--- config.mk ---
export PLATFORM = sky130hd
export DESIGN_NAME = smce_top
export DESIGN_NICKNAME = d
export VERILOG_FILES = /design/src/smce_pkg.sv /design/src/smce_line.sv /design/src/smce_stat_mem.sv /design/src/smce_top.sv
export SDC_FILE = /design/constraint.sdc
export NUM_CORES = 1
export LEC_CHECK = 0
export CAP_MARGIN = 20
export CORE_UTILIZATION = 42
export CTS_BUF_LIST = sky130_fd_sc_hd__clkbuf_8 sky130_fd_sc_hd__clkbuf_16
export DETAILED_ROUTE_END_ITERATION = 12
export DONT_BUFFER_PORTS = 1
export PLACE_DENSITY = 0.57
export SLEW_MARGIN = 5
export SYNTH_ARGS = -nofsm -noshare
export SYNTH_HDL_FRONTEND = slang
export SYNTH_HIERARCHICAL = 1
export SYNTH_SLANG_ARGS = --single-unit
--- constraint.sdc ---
create_clock -name CLK -period 3.4 [get_ports CLK]
set_input_delay 0.17 -clock CLK [delete_from_list [all_inputs] [get_ports CLK]]
set_output_delay 0.17 -clock CLK [all_outputs]
set_load 0.005 [all_outputs]
--- src/smce_pkg.sv ---
/*
 * Shared constants, the slot-event carrier and the CRC step for the status
 * memory command engine of a single-wire OTP memory slave.
 * Assumes one 125 MHz clock; all slot timing is counted in that clock.
 */
package smce_pkg;

  localparam int unsigned CLK_MHZ = 125;

  // slot and reset timing, in microseconds and derived cycles
  localparam int unsigned RESET_LOW_US = 480;
  localparam int unsigned RESET_LOW_CYC = RESET_LOW_US * CLK_MHZ;
  localparam int unsigned SLOT_SAMPLE_US = 30;
  localparam int unsigned SLOT_SAMPLE_CYC = SLOT_SAMPLE_US * CLK_MHZ;
  localparam int unsigned PRES_WAIT_US = 30;
  localparam int unsigned PRES_WAIT_CYC = PRES_WAIT_US * CLK_MHZ;
  localparam int unsigned PRES_LEN_US = 120;
  localparam int unsigned PRES_LEN_CYC = PRES_LEN_US * CLK_MHZ;
  localparam int unsigned TIMER_W = 17;

  // ROM-level command codes
  localparam logic [7:0] CMD_READ_ROM = 8'h33;
  localparam logic [7:0] CMD_MATCH_ROM = 8'h55;
  localparam logic [7:0] CMD_SEARCH_ROM = 8'hf0;
  localparam logic [7:0] CMD_SKIP_ROM = 8'hcc;

  // function-level command codes
  localparam logic [7:0] CMD_READ_FIELD = 8'hf0;
  localparam logic [7:0] CMD_READ_STATUS = 8'haa;
  localparam logic [7:0] CMD_READ_PAGE = 8'hc3;
  localparam logic [7:0] CMD_WRITE_MEM = 8'h0f;
  localparam logic [7:0] CMD_PROFILE = 8'h99;
  localparam logic [7:0] CMD_WRITE_STATUS = 8'h55;
  localparam logic [7:0] CMD_PROGRAM = 8'h5a;

  localparam logic [7:0] PROFILE_REPLY = 8'h55;
  localparam logic [7:0] STATUS_ERASED = 8'hff;
  localparam logic [7:0] STATUS_FACTORY = 8'h00;
  localparam logic [2:0] STATUS_LAST = 3'h7;
  localparam logic [2:0] BYTE_LAST = 3'h7;
  localparam logic [5:0] ROM_BIT_LAST = 6'h3f;
  localparam logic [7:0] CRC_INIT = 8'h00;
  // reflected form of x8 + x5 + x4 + 1
  localparam logic [7:0] CRC_POLY_REFL = 8'h8c;

  typedef struct packed {
    logic fall;
    logic done;
    logic bit_val;
    logic line_reset;
  } smce_slot_t;

  // one bit into the CRC, LSB-first bit order
  function automatic logic [7:0] smce_crc_step(input logic [7:0] crc, input logic b);
    logic fb;
    fb = crc[0] ^ b;
    smce_crc_step = (crc >> 1) ^ (fb ? CRC_POLY_REFL : 8'h00);
  endfunction

endpackage

--- src/smce_line.sv ---
/*
 * Single-wire line front end: slot timing, reset detection, presence pulse.
 * Assumes the line input is already synchronous to clk; oe high pulls low.
 */
`timescale 1ns/1ps
module smce_line #(
  parameter int unsigned RESET_LOW_CYC = smce_pkg::RESET_LOW_CYC,
  parameter int unsigned PRES_LEN_CYC = smce_pkg::PRES_LEN_CYC
) (
  input wire logic clk,
  input wire logic nrst,
  input wire logic line_in,
  input wire logic tx_en,
  input wire logic tx_bit,
  output logic line_oe,
  output smce_pkg::smce_slot_t ev
);

  localparam int unsigned W = smce_pkg::TIMER_W;

  typedef enum logic [2:0] {L_IDLE, L_SLOT, L_RST, L_PWAIT, L_PRES} smce_lst_t;

  smce_lst_t st_q;
  logic line_d1_q;
  logic [W-1:0] low_q;
  logic [W-1:0] cnt_q;

  wire fall = line_d1_q & ~line_in;
  wire long_low = ~line_in && low_q == W'(RESET_LOW_CYC - 1);
  wire sample_hit = cnt_q == W'(smce_pkg::SLOT_SAMPLE_CYC - 1);
  wire pwait_hit = cnt_q == W'(smce_pkg::PRES_WAIT_CYC - 1);
  wire pres_hit = cnt_q == W'(PRES_LEN_CYC - 1);

  always_ff @(posedge clk or negedge nrst) begin
    if (!nrst) begin
      line_d1_q <= 1'b1;
      low_q <= '0;
    end else begin
      line_d1_q <= line_in;
      low_q <= line_in ? '0 : (long_low ? low_q : low_q + W'(1));
    end
  end

  always_ff @(posedge clk or negedge nrst) begin
    if (!nrst) begin
      st_q <= L_IDLE;
      cnt_q <= '0;
      line_oe <= 1'b0;
      ev <= '0;
    end else begin
      ev <= '0;
      cnt_q <= cnt_q + W'(1);
      if (long_low) begin
        st_q <= L_RST;
        line_oe <= 1'b0;
        ev.line_reset <= 1'b1;
      end else begin
        unique case (st_q)
          L_IDLE: begin
            if (fall) begin
              st_q <= L_SLOT;
              cnt_q <= '0;
              ev.fall <= 1'b1;
            end
          end
          L_SLOT: begin
            if (cnt_q == '0) begin
              line_oe <= tx_en & ~tx_bit;
            end
            if (sample_hit) begin
              st_q <= L_IDLE;
              line_oe <= 1'b0;
              ev.done <= 1'b1;
              ev.bit_val <= line_in;
            end
          end
          L_RST: begin
            if (line_in) begin
              st_q <= L_PWAIT;
              cnt_q <= '0;
            end
          end
          L_PWAIT: begin
            if (pwait_hit) begin
              st_q <= L_PRES;
              cnt_q <= '0;
              line_oe <= 1'b1;
            end
          end
          L_PRES: begin
            if (pres_hit) begin
              st_q <= L_IDLE;
              line_oe <= 1'b0;
            end
          end
          default: begin
            st_q <= L_IDLE;
            line_oe <= 1'b0;
          end
        endcase
      end
    end
  end

endmodule

--- src/smce_stat_mem.sv ---
/*
 * Eight-byte status field: seven programmable OTP bytes and one fixed byte.
 * Assumes writes come only from the command engine after a program pulse.
 */
`timescale 1ns/1ps
module smce_stat_mem (
  input wire logic clk,
  input wire logic nrst,
  input wire logic [2:0] rd_idx,
  input wire logic wr_en,
  input wire logic [7:0] wr_data,
  output logic [7:0] rd_q
);

  logic [7:0] mem_q [0:6];

  always_ff @(posedge clk or negedge nrst) begin
    if (!nrst) begin
      for (int i = 0; i < 7; i++) begin
        mem_q[i] <= smce_pkg::STATUS_ERASED;
      end
    end else if (wr_en && rd_idx != smce_pkg::STATUS_LAST) begin
      mem_q[rd_idx] <= mem_q[rd_idx] & wr_data;
    end
  end

  always_ff @(posedge clk or negedge nrst) begin
    if (!nrst) begin
      rd_q <= smce_pkg::STATUS_ERASED;
    end else if (rd_idx == smce_pkg::STATUS_LAST) begin
      rd_q <= smce_pkg::STATUS_FACTORY;
    end else begin
      rd_q <= mem_q[rd_idx];
    end
  end

endmodule

--- src/smce_top.sv ---
/*
 * Command engine of a single-wire OTP memory slave: ROM selection, status
 * read and write, program profile. Data-memory commands are decoded but
 * answered with a released line. Assumes DQ_IN synchronous to CLK and
 * VPP_DET high while the line sits at programming voltage.
 */
`timescale 1ns/1ps
module smce_top #(
  parameter int unsigned RESET_LOW_CYC = smce_pkg::RESET_LOW_CYC,
  parameter int unsigned PRES_LEN_CYC = smce_pkg::PRES_LEN_CYC,
  // arbitrary identity value
  parameter logic [63:0] ROM_ID = 64'h5a00_0000_1234_56a1
) (
  input wire logic CLK,
  input wire logic NRST,
  input wire logic DQ_IN,
  output logic DQ_OUT,
  output logic DQ_OE,
  input wire logic VPP_DET
);

  typedef enum logic [4:0] {
    S_ROMCMD, S_ROMRD, S_MATCH, S_SEARCH, S_FNCMD, S_ALO, S_AHI, S_HDRCRC,
    S_RSDATA, S_RSCRC, S_WSDATA, S_WSCRC, S_WSPCMD, S_WSPULSE, S_WSVER,
    S_PROFILE, S_ONES
  } smce_st_t;

  smce_pkg::smce_slot_t ev;
  smce_st_t st_q, st_d;
  logic [2:0] cnt_q, cnt_d;
  logic [7:0] sr_q, sr_d;
  logic [7:0] tx_q, tx_d;
  logic [7:0] crc_q, crc_d;
  logic [7:0] cmd_q, cmd_d;
  logic [15:0] addr_q, addr_d;
  logic [7:0] data_q, data_d;
  logic [2:0] rb_q, rb_d;
  logic [5:0] bidx_q, bidx_d;
  logic [1:0] ph_q, ph_d;
  logic miss_q, miss_d;
  logic pend_q, pend_d;
  logic vpp_d1_q;
  logic prog_wr;
  logic [7:0] mem_rd;

  ////////////////////////////////////////////////////////////////////////////
  // decode

  wire [7:0] rx_byte = {ev.bit_val, sr_q[7:1]};
  wire byte_end = ev.done && cnt_q == smce_pkg::BYTE_LAST;
  wire [7:0] rom_byte = ROM_ID[{rb_q, 3'b000} +: 8];
  wire rom_bit = ROM_ID[bidx_q];
  wire [15:0] addr_inc = addr_q + 16'h0001;
  wire vpp_fall = vpp_d1_q & ~VPP_DET;
  wire rom_phase = st_q == S_ROMCMD || st_q == S_ROMRD || st_q == S_MATCH ||
                   st_q == S_SEARCH;
  wire rx_crc = st_q == S_FNCMD || st_q == S_ALO || st_q == S_AHI ||
                st_q == S_WSDATA;
  wire tx_mode = st_q == S_ROMRD || st_q == S_HDRCRC || st_q == S_RSDATA ||
                 st_q == S_RSCRC || st_q == S_WSCRC || st_q == S_WSVER ||
                 st_q == S_PROFILE || (st_q == S_SEARCH && ph_q != 2'd2);
  // the slot's first edge sees the fall before tx_q is reloaded, so take the fresh source bit
  wire tx_now = (ev.fall && pend_q) ? tx_src[0] : tx_q[0];
  wire tx_bit = (st_q == S_SEARCH) ? (rom_bit ^ ph_q[0]) : tx_now;

  logic [7:0] tx_src;
  always_comb begin
    unique case (st_q)
      S_ROMRD: tx_src = rom_byte;
      S_RSDATA, S_WSVER: tx_src = mem_rd;
      S_PROFILE: tx_src = smce_pkg::PROFILE_REPLY;
      default: tx_src = crc_q;
    endcase
  end

  ////////////////////////////////////////////////////////////////////////////
  // next state

  always_comb begin
    st_d = st_q;
    cnt_d = cnt_q;
    sr_d = sr_q;
    tx_d = tx_q;
    crc_d = crc_q;
    cmd_d = cmd_q;
    addr_d = addr_q;
    data_d = data_q;
    rb_d = rb_q;
    bidx_d = bidx_q;
    ph_d = ph_q;
    miss_d = miss_q;
    pend_d = pend_q;
    prog_wr = 1'b0;
    if (ev.fall && pend_q) begin
      tx_d = tx_src;
      pend_d = 1'b0;
    end
    if (rom_phase) begin
      crc_d = smce_pkg::CRC_INIT;
    end
    if (ev.done) begin
      cnt_d = cnt_q + 3'd1;
      sr_d = rx_byte;
      tx_d = tx_q >> 1;
      if (rx_crc) begin
        crc_d = smce_pkg::smce_crc_step(crc_q, ev.bit_val);
      end else if (st_q == S_RSDATA) begin
        crc_d = smce_pkg::smce_crc_step(crc_q, tx_q[0]);
      end
    end
    unique case (st_q)
      S_ROMCMD: begin
        if (byte_end) begin
          rb_d = '0;
          miss_d = 1'b0;
          bidx_d = '0;
          ph_d = '0;
          unique case (rx_byte)
            smce_pkg::CMD_READ_ROM: begin
              st_d = S_ROMRD;
              pend_d = 1'b1;
            end
            smce_pkg::CMD_MATCH_ROM: st_d = S_MATCH;
            smce_pkg::CMD_SEARCH_ROM: st_d = S_SEARCH;
            smce_pkg::CMD_SKIP_ROM: st_d = S_FNCMD;
            default: st_d = S_ONES;
          endcase
        end
      end
      S_ROMRD: begin
        if (byte_end) begin
          rb_d = rb_q + 3'd1;
          pend_d = rb_q != smce_pkg::BYTE_LAST;
          if (rb_q == smce_pkg::BYTE_LAST) begin
            st_d = S_FNCMD;
          end
        end
      end
      S_MATCH: begin
        if (byte_end) begin
          rb_d = rb_q + 3'd1;
          miss_d = miss_q | (rx_byte != rom_byte);
          if (rb_q == smce_pkg::BYTE_LAST) begin
            st_d = (miss_q | (rx_byte != rom_byte)) ? S_ONES : S_FNCMD;
          end
        end
      end
      S_SEARCH: begin
        if (ev.done) begin
          ph_d = ph_q + 2'd1;
          if (ph_q == 2'd2) begin
            ph_d = '0;
            bidx_d = bidx_q + 6'd1;
            if (ev.bit_val != rom_bit) begin
              st_d = S_ONES;
            end else if (bidx_q == smce_pkg::ROM_BIT_LAST) begin
              st_d = S_FNCMD;
            end
          end
        end
      end
      S_FNCMD: begin
        if (byte_end) begin
          cmd_d = rx_byte;
          unique case (rx_byte)
            smce_pkg::CMD_READ_STATUS, smce_pkg::CMD_WRITE_STATUS: st_d = S_ALO;
            smce_pkg::CMD_PROFILE: begin
              st_d = S_PROFILE;
              pend_d = 1'b1;
            end
            smce_pkg::CMD_READ_FIELD, smce_pkg::CMD_READ_PAGE,
            smce_pkg::CMD_WRITE_MEM: st_d = S_ONES;
            default: st_d = S_ONES;
          endcase
        end
      end
      S_ALO: begin
        if (byte_end) begin
          addr_d[7:0] = rx_byte;
          st_d = S_AHI;
        end
      end
      S_AHI: begin
        if (byte_end) begin
          addr_d[15:8] = rx_byte;
          if (cmd_q == smce_pkg::CMD_READ_STATUS) begin
            st_d = S_HDRCRC;
            pend_d = 1'b1;
          end else begin
            st_d = S_WSDATA;
          end
        end
      end
      S_HDRCRC: begin
        if (byte_end) begin
          st_d = S_RSDATA;
          crc_d = smce_pkg::CRC_INIT;
          pend_d = 1'b1;
        end
      end
      S_RSDATA: begin
        if (byte_end) begin
          pend_d = 1'b1;
          if (addr_q[2:0] == smce_pkg::STATUS_LAST) begin
            st_d = S_RSCRC;
          end else begin
            addr_d = addr_inc;
          end
        end
      end
      S_RSCRC: begin
        if (byte_end) begin
          st_d = S_ONES;
        end
      end
      S_WSDATA: begin
        if (byte_end) begin
          data_d = rx_byte;
          st_d = S_WSCRC;
          pend_d = 1'b1;
        end
      end
      S_WSCRC: begin
        if (byte_end) begin
          st_d = S_WSPCMD;
        end
      end
      S_WSPCMD: begin
        if (byte_end) begin
          st_d = (rx_byte == smce_pkg::CMD_PROGRAM) ? S_WSPULSE : S_ONES;
        end
      end
      S_WSPULSE: begin
        if (vpp_fall) begin
          prog_wr = 1'b1;
          st_d = S_WSVER;
          pend_d = 1'b1;
        end
      end
      S_WSVER: begin
        if (byte_end) begin
          addr_d = addr_inc;
          crc_d = addr_inc[7:0];
          st_d = S_WSDATA;
        end
      end
      S_PROFILE: begin
        if (byte_end) begin
          st_d = S_ONES;
        end
      end
      S_ONES: begin
        st_d = S_ONES;
      end
      default: st_d = S_ONES;
    endcase
    if (ev.line_reset) begin
      st_d = S_ROMCMD;
      cnt_d = '0;
      pend_d = 1'b0;
      crc_d = smce_pkg::CRC_INIT;
    end
  end

  ////////////////////////////////////////////////////////////////////////////
  // state registers

  always_ff @(posedge CLK or negedge NRST) begin
    if (!NRST) begin
      st_q <= S_ROMCMD;
      cnt_q <= '0;
      sr_q <= '0;
      tx_q <= '0;
      crc_q <= smce_pkg::CRC_INIT;
      cmd_q <= '0;
      addr_q <= '0;
      data_q <= smce_pkg::STATUS_ERASED;
      rb_q <= '0;
      bidx_q <= '0;
      ph_q <= '0;
      miss_q <= 1'b0;
      pend_q <= 1'b0;
      vpp_d1_q <= 1'b0;
    end else begin
      st_q <= st_d;
      cnt_q <= cnt_d;
      sr_q <= sr_d;
      tx_q <= tx_d;
      crc_q <= crc_d;
      cmd_q <= cmd_d;
      addr_q <= addr_d;
      data_q <= data_d;
      rb_q <= rb_d;
      bidx_q <= bidx_d;
      ph_q <= ph_d;
      miss_q <= miss_d;
      pend_q <= pend_d;
      vpp_d1_q <= VPP_DET;
    end
  end

  ////////////////////////////////////////////////////////////////////////////
  // instances

  smce_line #(
    .RESET_LOW_CYC(RESET_LOW_CYC),
    .PRES_LEN_CYC(PRES_LEN_CYC)
  ) u_line (
    .clk(CLK),
    .nrst(NRST),
    .line_in(DQ_IN),
    .tx_en(tx_mode),
    .tx_bit(tx_bit),
    .line_oe(DQ_OE),
    .ev(ev)
  );

  smce_stat_mem u_mem (
    .clk(CLK),
    .nrst(NRST),
    .rd_idx(addr_q[2:0]),
    .wr_en(prog_wr),
    .wr_data(data_q),
    .rd_q(mem_rd)
  );

  // open-drain: only ever pulls low
  assign DQ_OUT = 1'b0;

endmodule

==> results.sh, run 1 <==
export IMPL_initial_core_util_pct=43.5
export IMPL_endpoint_kind="register"
export IMPL_r2r_worst_path_cells=10
export IMPL_r2r_end="u_line/line_oe"
export IMPL_cp_start_kind="register"
export IMPL_post_route_period_util_pct=80.1
export IMPL_required_ns=3.76
export IMPL_synthTopCellsByCount="140 x nand2_1, 103 x dfrtp_1, 81 x nor2_1"
export IMPL_cp_max_fo=8
export IMPL_setup_tns_final_ns=0
export IMPL_rrSetupSlack_ns=0.68
export IMPL_fin_worst_skew_ns=0.00569
export IMPL_synth_cell_types=84
export IMPL_setup_viol=0
export IMPL_crit_buf_inv=1
export IMPL_route_detailed_wl_per_inst_um=17.7
export IMPL_async_reset_ff_share_pct=100
export IMPL_seqPwrFrac_pct=48.7
export IMPL_num_nets_final=1038
export IMPL_clk_pin_slew_worst_paths_ns=0.07
export IMPL_die_w_um=156
export IMPL_regArea_mm2=0.00450
export IMPL_dpl_hpwl_mm=16.1
export IMPL_hold_violations=176
export IMPL_synthFlopType="dfrtp_1"
export IMPL_viasPerCell=5.63
export IMPL_netSwitchingFraction_pct=27.4
export IMPL_drc=0
export IMPL_hold_ws_ns=-0.571
export IMPL_fp_coreArea_mm2=0.0229
export IMPL_ant_nets=0
export IMPL_routed_wl_mm=23.8
export IMPL_synth_area_mm2=0.00996
export IMPL_area_growth_pct=8.01
export IMPL_power_internal_w=0.00348
export IMPL_clock_sinks=176
export IMPL_netlist_top_cell_by_area="dfrtp_1"
export IMPL_cts_tree="built"
export IMPL_max_slew_margin_pct=42.1
export IMPL_grt_pass1_vias=7103
export IMPL_grt_pass1_wl_mm=39.0
export IMPL_cts_root_buf="clkbuf_16"
export IMPL_clkPwrFrac_pct=40.8
export IMPL_holdBufCountCts=2
export IMPL_fmax_mhz=367
export IMPL_worst_slack_ns=0.678
export IMPL_clk_latency_ns=0.44
export IMPL_layout_drive_gt1_share_pct=17.5
export IMPL_status="finished with violations"
export IMPL_gr_total_overflow=0
export IMPL_synth_edf_count=0
export IMPL_violations="negative hold slack"
export IMPL_yosysMostFrequentCell="nand2_1"
export IMPL_fillers=2201
export IMPL_dieArea_mm2=0.0243
export IMPL_netlist_instances=1037
export IMPL_vias=7561
export IMPL_io_buffers=0
export IMPL_multi_input_area_mm2=0.00505
export IMPL_irDropWorstVdd_uv=257
export IMPL_avgSynthCellArea_um2=9.60
export IMPL_numCtsBuffers=17
export IMPL_slowest_stage="o41ai_1"
export IMPL_r2r_start="bidx_q[0]"
export IMPL_dr_pass1_iters=5
export IMPL_cp_arrival_ns=3.08
export IMPL_preCtsSetupSlack_ns=0.704
export IMPL_drt_iter0_markers=633
export IMPL_cp_slowest_stage_delay_ns=0.55
export IMPL_diodes=0
export IMPL_io_pins=6
export IMPL_powerDensity_mw_per_mm2=445
export IMPL_htree_levels=4
export IMPL_crit_chain="inv_1, ha_1, mux2_2, o22ai_1, o41ai_1, xnor2_1, mux2_2, nor3b_1, o2111ai_1, mux2i_1"
export IMPL_synth_fp_nets=1058
export IMPL_power_switching_w=0.00131
export IMPL_yosysWarnings=6
export IMPL_die_h_um=156
export IMPL_drv_cap=0
export IMPL_report_final_slew_viol_count=0
export IMPL_hold_path_class="in2async"
export IMPL_track_usage_pct=20.6
export IMPL_combPwrFrac_pct=10.6
export IMPL_antenna_found_initial=0
export IMPL_cp_common_cell="mux2_2"
export IMPL_clockBufferDepth=2
export IMPL_rows=55
export IMPL_cpLargestDelayFamily="compound AO/OA/AOI/OAI gates"
export IMPL_power_leakage_nw=4.22
export IMPL_synth_top_cell_area_share_pct=25.9
export IMPL_tightest_slew_ns=0.864
export IMPL_post_route_min_period_ns=2.72
export IMPL_globalplace_congestion=0.901
export IMPL_ys_seq_area_share_pct=45.1
export IMPL_path_class="reg2reg"
export IMPL_rsz0062_at_grt="false"
export IMPL_grt_start_max_net_pins=177
export IMPL_synth_top_cells_by_area="dfrtp_1 26%, dfstp_2 19%, nand2_1 5.3%"
export IMPL_synth_seq_cells=176
what timing repair did:
| item | 4_1_cts | 5_1_grt |
|---|---|---|
| buffers inserted | 0 | 0 |
| endpoints found under the hold margin | 200 | 176 |
| resized for setup | 0 | 0 |
layer usage:
| metal | up-vias | track usage, % | routed length [um] |
|---|---|---|---|
| li1 | 3696 | - | - |
| met1 | 3671 | 29.9 | 11900 |
| met2 | 156 | 31.0 | 10500 |
| met3 | 38 | 3.17 | 867 |
| met4 | 0 | 7.42 | 509 |
| met5 | - | 0 | 0 |
per-stage QoR:
step                hold slack (ns)  std cells  total power (W)  instance area [um2]  util, %
floorplan                    -0.126       1037          0.00272                 9960        -
global placement             -0.122       1309          0.00285                10200     44.4
detailed placement           -0.120       1309          0.00286                10200     44.4
CTS                          -0.589       1342          0.00484                10800     46.9
global route                 -0.590       1342          0.00503                10800     46.9
finish                       -0.571       1342          0.00479                10800     46.9
area by class of cell:
type / count / area share [%]
Multi-Input combinational cell: 777 / 46.9
Sequential cell: 176 / 41.8
Clock buffer: 18 / 4.19
Tap cell: 313 / 3.64
Timing Repair Buffer: 20 / 1.44
Clock inverter: 13 / 1.14
Inverter: 25 / 0.872
placed cells by master, fill, tap and decap left out, drive strengths merged, types with 5 or more instances in the layout:
cell and count:
clkbuf 18, o21ai 92, o221ai 7, nor3 17, nand4 15, xor2 32
nor3b 5, o22ai 7, a221oi 5, a31oi 6, nor2 81, o2111ai 6
a21o 10, and4 9, nand3 33, or3 10, nor4bb 11, dfrtp 103
a211oi 7, nand2 140, and2 7, nor4 9, mux2i 31, mux2 25
o21a 5, dfstp 73, xnor2 15, a21oi 43, o31ai 5, ha 17
buf 18, inv 33, nand2b 16, and3 25, nor2b 16, or2 5
kinds of logic after synthesis:
family / count (synthesis) / share of synthesized area (%)
AND/OR/NAND/NOR: 420 / 22.6
AO/OA/AOI/OAI: 236 / 15.7
flip-flops: 176 / 45.1
buffers and inverters: 84 / 4.22
multiplexers: 56 / 5.98
XOR/XNOR: 47 / 4.13
adder cells (fa/ha/maj): 17 / 2.14
other: 1 / 0.0377
power groups by stage:
stage	Sequential (W)	Combinational, W	Clock (W)
floorplan	0.00231	0.000403	0
global placement	0.00236	0.000489	0
detailed placement	0.00236	0.000493	0
CTS	0.00233	0.000505	0.00200
global route	0.00235	0.000567	0.00211
finish	0.00233	0.000505	0.00195
flip-flops by register name, summed over array words and instances, names as in the netlist, 7 cells and up:
signal / cells
addr_q: 8
cmd_q: 8
crc_q: 8
data_q: 8
sr_q: 7
tx_q: 8
u_line/cnt_q: 17
u_line/low_q: 17
u_mem/mem_q: 56
u_mem/rd_q: 8
worst max-delay path by stage:
stage	startpoint	end	depth (start not counted)
after floorplan	bidx_q[0]	st_q[1]	8
after global placement	bidx_q[0]	u_line/line_oe	10
after detailed placement	bidx_q[0]	u_line/line_oe	10
after CTS	bidx_q[0]	u_line/line_oe	10
after global routing	bidx_q[0]	u_line/line_oe	10
final	bidx_q[0]	u_line/line_oe	10
Power figures use the tool's default switching activity.
==> run 2, diff against run 1 <==
--- a/config.mk
+++ b/config.mk
@@ -10,7 +10,7 @@
 export CTS_BUF_LIST = sky130_fd_sc_hd__clkbuf_8 sky130_fd_sc_hd__clkbuf_16
 export DETAILED_ROUTE_END_ITERATION = 12
 export DONT_BUFFER_PORTS = 1
-export PLACE_DENSITY = 0.57
+export PLACE_DENSITY = 0.6
 export SLEW_MARGIN = 5
 export SYNTH_ARGS = -nofsm -noshare
 export SYNTH_HDL_FRONTEND = slang
==> constraint.sdc (replaced) <==
create_clock -name CLK -period 2.35 [get_ports CLK]
set_input_delay 0.1175 -clock CLK [delete_from_list [all_inputs] [get_ports CLK]]
set_output_delay 0.1175 -clock CLK [all_outputs]
set_load 0.005 [all_outputs]
==> results.sh, run 2 (synthesis results as in run 1) <==
export IMPL_fmax_mhz=412
export IMPL_hold_violations=176
export IMPL_grt_start_max_net_pins=177
export IMPL_cts_tree="built"
export IMPL_drt_iter0_markers=523
export IMPL_gr_total_overflow=0
export IMPL_cts_root_buf="clkbuf_16"
export IMPL_num_nets_final=1108
export IMPL_viasPerCell=5.59
export IMPL_fin_worst_skew_ns=0.0126
export IMPL_preCtsSetupSlack_ns=-0.00306
export IMPL_top_regs="u_mem/mem_q (56), u_line/cnt_q (17), u_line/low_q (17)"
export IMPL_rsz0062_at_grt="true"
export IMPL_holdBufCountCts=2
export IMPL_largest_register_ffs=56
export IMPL_hold_ws_ns=-0.630
export IMPL_track_usage_pct=21.0
export IMPL_setup_tns_final_ns=-0.0987
export IMPL_vias=7903
export IMPL_hold_path_class="in2async"
export IMPL_fp_coreArea_mm2=0.0229
export IMPL_clk_pin_slew_worst_paths_ns=0.08
export IMPL_rrSetupSlack_ns=-0.08
export IMPL_diodes=0
export IMPL_die_w_um=156
export IMPL_numCtsBuffers=17
export IMPL_worst_slack_ns=-0.0767
export IMPL_power_leakage_nw=4.59
export IMPL_initial_core_util_pct=43.5
export IMPL_power_w=0.00711
export IMPL_io_pins=6
export IMPL_endpoint_kind="register"
export IMPL_clockBufferDepth=2
export IMPL_final_cell_mix="140 x nand2_1, 102 x dfrtp_1, 85 x buf_4"
export IMPL_globalplace_congestion=0.942
export IMPL_fillers=2085
export IMPL_dpl_hpwl_mm=16.8
export IMPL_path_class="reg2reg"
export IMPL_die_h_um=156
export IMPL_powerDensity_mw_per_mm2=621
export IMPL_grt_pass1_vias=7662
export IMPL_dieArea_mm2=0.0243
export IMPL_cp_arrival_ns=2.75
export IMPL_post_route_period_util_pct=103
export IMPL_max_slew_margin_pct=41.6
export IMPL_clk_latency_ns=0.44
export IMPL_report_final_slew_viol_count=0
export IMPL_grt_pass1_wl_mm=40.3
export IMPL_violations="negative hold slack, negative setup slack"
export IMPL_setup_viol=4
export IMPL_drc=0
export IMPL_post_route_min_period_ns=2.43
export IMPL_final_common_cell="nand2_1"
export IMPL_ant_nets=0
export IMPL_irDropWorstVdd_uv=401
export IMPL_place_inst=1374
export IMPL_status="finished with violations"
export IMPL_cp_max_fo=9
export IMPL_fin_cells=1413
export IMPL_routed_wl_mm=24.4
export IMPL_dr_pass1_iters=5
export IMPL_drv_cap=0
export IMPL_area_growth_pct=15.0
export IMPL_rows=55
export IMPL_antenna_found_initial=0
export IMPL_layout_drive_gt1_share_pct=24.5
export IMPL_largest_register="u_mem/mem_q"
export IMPL_io_buffers=0
export IMPL_clock_sinks=176
export IMPL_cp_start_kind="register"
export IMPL_tightest_slew_ns=0.874
export IMPL_route_detailed_wl_per_inst_um=17.2
export IMPL_htree_levels=4
export IMPL_required_ns=2.67
## run 2: changes by cell type in the layout (fill, tap and decap cells not counted), sizes merged
cell      previous run  this run
buf                 18        88
inv                 33        32
clkinv               4         7
clkinvlp             0         1
clkbuf              18        17
bufinv               1         0
## run 2: path summary, 6_finish.rpt
kind	from	to	cells past startpoint
max	bidx_q[3]	st_q[1]	6
min	NRST	bidx_q[5]	0
max reg2reg	bidx_q[3]	st_q[1]	6
min reg2reg	u_mem/mem_q[9]	u_mem/mem_q[9]	2
max in group asynchronous	NRST	u_mem/mem_q[26]	0
min in group CLK	DQ_IN	u_line/line_oe	3
## run 2: final cells by class
| type | instances | area, um2 | area share (%) |
|---|---|---|---|
| Multi-Input combinational cell | 777 | 5160 | 45.0 |
| Sequential cell | 176 | 4500 | 39.3 |
| Timing Repair Buffer | 90 | 701 | 6.12 |
| Clock buffer | 17 | 425 | 3.71 |
| Tap cell | 313 | 392 | 3.42 |
| Clock inverter | 15 | 188 | 1.64 |
| Inverter | 25 | 93.8 | 0.819 |
## run 2: worst max-delay path, cell delays in order (launching register included)
cell      delay (ns)
dfrtp_1         0.56
xor2_1          0.34
o221ai_2        0.13
or4_4           0.54
a41oi_2         0.24
o21a_4          0.20
mux2_4          0.30
## run 2: metal layers
metal	vias up	global-route usage [%]	share of wire, %
li1	3828	-	-
met1	3850	29.8	49
met2	193	33.1	46
met3	32	3.17	4.2
met4	0	6.35	1.7
met5	-	0	0
## run 2: through the flow
step / utilization, % / cell area, um2
4_1_cts: 49.4 / 11300
3_3_place_gp: 46.6 / 10700
2_1_floorplan: - / 9970
3_5_place_dp: 46.6 / 10700
5_1_grt: 50.0 / 11500
6_report: 50.0 / 11500
## run 2: power by group
part | leakage [nW] | switching (W) | total (W) | internal (W)
clock | 0.293 | 0.00144 | 0.00289 | 0.00145
combinational | 2.14 | 0.000459 | 0.000856 | 0.000397
sequential | 2.15 | 0.000193 | 0.00337 | 0.00317
## run 2: timing repair
item	in CTS	in global routing
hold endpoints to repair	200	176
resized for setup	1	24
endpoints found under the setup margin	1	10
buffers inserted	0	5
pin swaps	1	10
==> run 3, diff against run 2 <==
--- a/config.mk
+++ b/config.mk
@@ -10,7 +10,7 @@
 export CTS_BUF_LIST = sky130_fd_sc_hd__clkbuf_8 sky130_fd_sc_hd__clkbuf_16
 export DETAILED_ROUTE_END_ITERATION = 12
 export DONT_BUFFER_PORTS = 1
-export PLACE_DENSITY = 0.6
+export PLACE_DENSITY_LB_ADDON = 0.08
 export SLEW_MARGIN = 5
 export SYNTH_ARGS = -nofsm -noshare
 export SYNTH_HDL_FRONTEND = slang
==> results.sh, run 3 (synthesis results as in run 1) <==
export IMPL_cp_slowest_stage_delay_ns=0.40
export IMPL_cp_arrival_ns=2.62
export IMPL_report_final_slew_viol_count=0
export IMPL_initial_core_util_pct=43.5
export IMPL_clk_pin_slew_worst_paths_ns=0.08
export IMPL_top_regs="u_mem/mem_q (56), u_line/cnt_q (17), u_line/low_q (17)"
export IMPL_fillers=2150
export IMPL_largest_register="u_mem/mem_q"
export IMPL_post_route_period_util_pct=97.5
export IMPL_setup_tns_final_ns=0
export IMPL_fin_worst_skew_ns=0.0162
export IMPL_rows=55
export IMPL_htree_levels=4
export IMPL_irDropWorstVdd_uv=441
export IMPL_max_slew_margin_pct=42.3
export IMPL_globalplace_congestion=0.922
export IMPL_rsz0062_at_grt="true"
export IMPL_die_h_um=156
export IMPL_clockBufferDepth=2
export IMPL_vias=7948
export IMPL_antenna_found_initial=0
export IMPL_hold_ws_ns=-0.635
export IMPL_power_switching_w=0.00201
export IMPL_cp_start_kind="register"
export IMPL_routed_wl_mm=25.9
export IMPL_final_util_pct=50.4
export IMPL_area_growth_pct=15.9
export IMPL_slowest_stage="dfrtp_1"
export IMPL_hold_violations=176
export IMPL_dr_pass1_iters=5
export IMPL_drv_cap=0
export IMPL_clock_sinks=176
export IMPL_status="finished with violations"
export IMPL_final_cell_mix="140 x nand2_1, 100 x dfrtp_1, 96 x buf_4"
export IMPL_viasPerCell=5.59
export IMPL_largest_register_ffs=56
export IMPL_drc=0
export IMPL_fp_coreArea_mm2=0.0229
export IMPL_seqPwrFrac_pct=46.9
export IMPL_diodes=0
export IMPL_crit_chain="inv_2, ha_1, mux2_4, o22ai_4, o41ai_1, a41oi_2, o21a_4, buf_4, o31a_1"
export IMPL_cts_tree="built"
export IMPL_violations="negative hold slack"
export IMPL_clk_latency_ns=0.44
export IMPL_dieArea_mm2=0.0243
export IMPL_cp_max_fo=3
export IMPL_final_common_cell="nand2_1"
export IMPL_powerDensity_mw_per_mm2=623
export IMPL_dpl_hpwl_mm=17.7
export IMPL_ant_nets=0
export IMPL_gr_total_overflow=0
export IMPL_cpLargestDelayFamily="compound AO/OA/AOI/OAI gates"
export IMPL_holdBufCountCts=2
export IMPL_io_pins=6
export IMPL_io_buffers=0
export IMPL_path_class="reg2reg"
export IMPL_grt_pass1_wl_mm=42.6
export IMPL_crit_cells=9
export IMPL_required_ns=2.68
export IMPL_placed_cell_area_mm2=0.0107
export IMPL_endpoint_kind="register"
export IMPL_die_w_um=156
export IMPL_route_detailed_wl_per_inst_um=18.2
export IMPL_tightest_slew_ns=0.862
export IMPL_crit_buf_inv=2
export IMPL_r2r_worst_path_cells=9
export IMPL_num_nets_final=1117
export IMPL_drt_iter0_markers=519
export IMPL_track_usage_pct=22.6
export IMPL_power_leakage_nw=4.66
export IMPL_clkPwrFrac_pct=41.6
export IMPL_final_area_mm2=0.0115
export IMPL_fmax_mhz=436
export IMPL_post_route_min_period_ns=2.29
export IMPL_hold_path_class="in2async"
export IMPL_netSwitchingFraction_pct=27.9
export IMPL_grt_pass1_vias=7645
export IMPL_numCtsBuffers=17
export IMPL_cts_root_buf="clkbuf_16"
export IMPL_power_internal_w=0.00519
export IMPL_setup_viol=0
export IMPL_layout_drive_gt1_share_pct=25.9
export IMPL_combPwrFrac_pct=11.5
export IMPL_grt_start_max_net_pins=177
==> run 3: worst paths after layout <==
check | start | end | slack (ns)
worst max-delay path | bidx_q[1] | st_q[2] | 0.06
worst min-delay path | NRST | bidx_q[4] | -0.63
worst max register to register | bidx_q[1] | st_q[2] | 0.06
worst min register to register | u_mem/mem_q[11] | u_mem/mem_q[11] | 0.46
max in group asynchronous | NRST | u_mem/mem_q[4] | 2.60
min in group CLK | DQ_IN | u_line/line_oe | 0.05
==> run 3: cell type report <==
type	count	area, um2	area share (%)
Clock buffer	20	478	4.14
Sequential cell	176	4500	39.0
Multi-Input combinational cell	777	5190	45.0
Inverter	25	93.8	0.813
Clock inverter	12	141	1.22
Timing Repair Buffer	99	752	6.51
Tap cell	313	392	3.39
==> run 3: worst register-to-register path, cell delays in order (launching register included) <==
cell     delay [ns]
dfrtp_1        0.40
inv_2          0.07
ha_1           0.29
mux2_4         0.16
o22ai_4        0.08
o41ai_1        0.34
a41oi_2        0.19
o21a_4         0.23
buf_4          0.14
o31a_1         0.28
==> run 3: stage by stage <==
step                cells  setup WS (ns)  power (W)
floorplan            1037       0.000556    0.00393
finish               1422         0.0587    0.00720
detailed placement   1384        -0.0257    0.00422
CTS                  1420         0.0130    0.00726
global placement     1384         0.0537    0.00422
global route         1422        -0.0647    0.00751
==> run 3: what timing repair did <==
| item | 4_1_cts | 5_1_grt |
|---|---|---|
| setup endpoints to repair | 1 | 20 |
| hold endpoints to repair | 200 | 176 |
| setup buffers | 2 | 2 |
| gates resized for setup | 6 | 27 |
| pin swaps | 2 | 6 |
==> run 3: power groups by stage <==
stage          clock network (W)  registers [W]  logic, W
3_5_place_dp                   0        0.00343  0.000790
5_1_grt                  0.00318        0.00341  0.000919
3_3_place_gp                   0        0.00343  0.000791
6_report                 0.00300        0.00338  0.000825
2_1_floorplan                  0        0.00335  0.000584
4_1_cts                  0.00308        0.00338  0.000803
==> run 3: layer usage <==
layer	GRT usage [%]	part of all wire, %	vias to the layer above
met2	34.0	44	195
met3	3.72	3.9	40
met5	0	0	-
met4	7.28	2.0	0
met1	32.8	50	3859
li1	-	-	3854
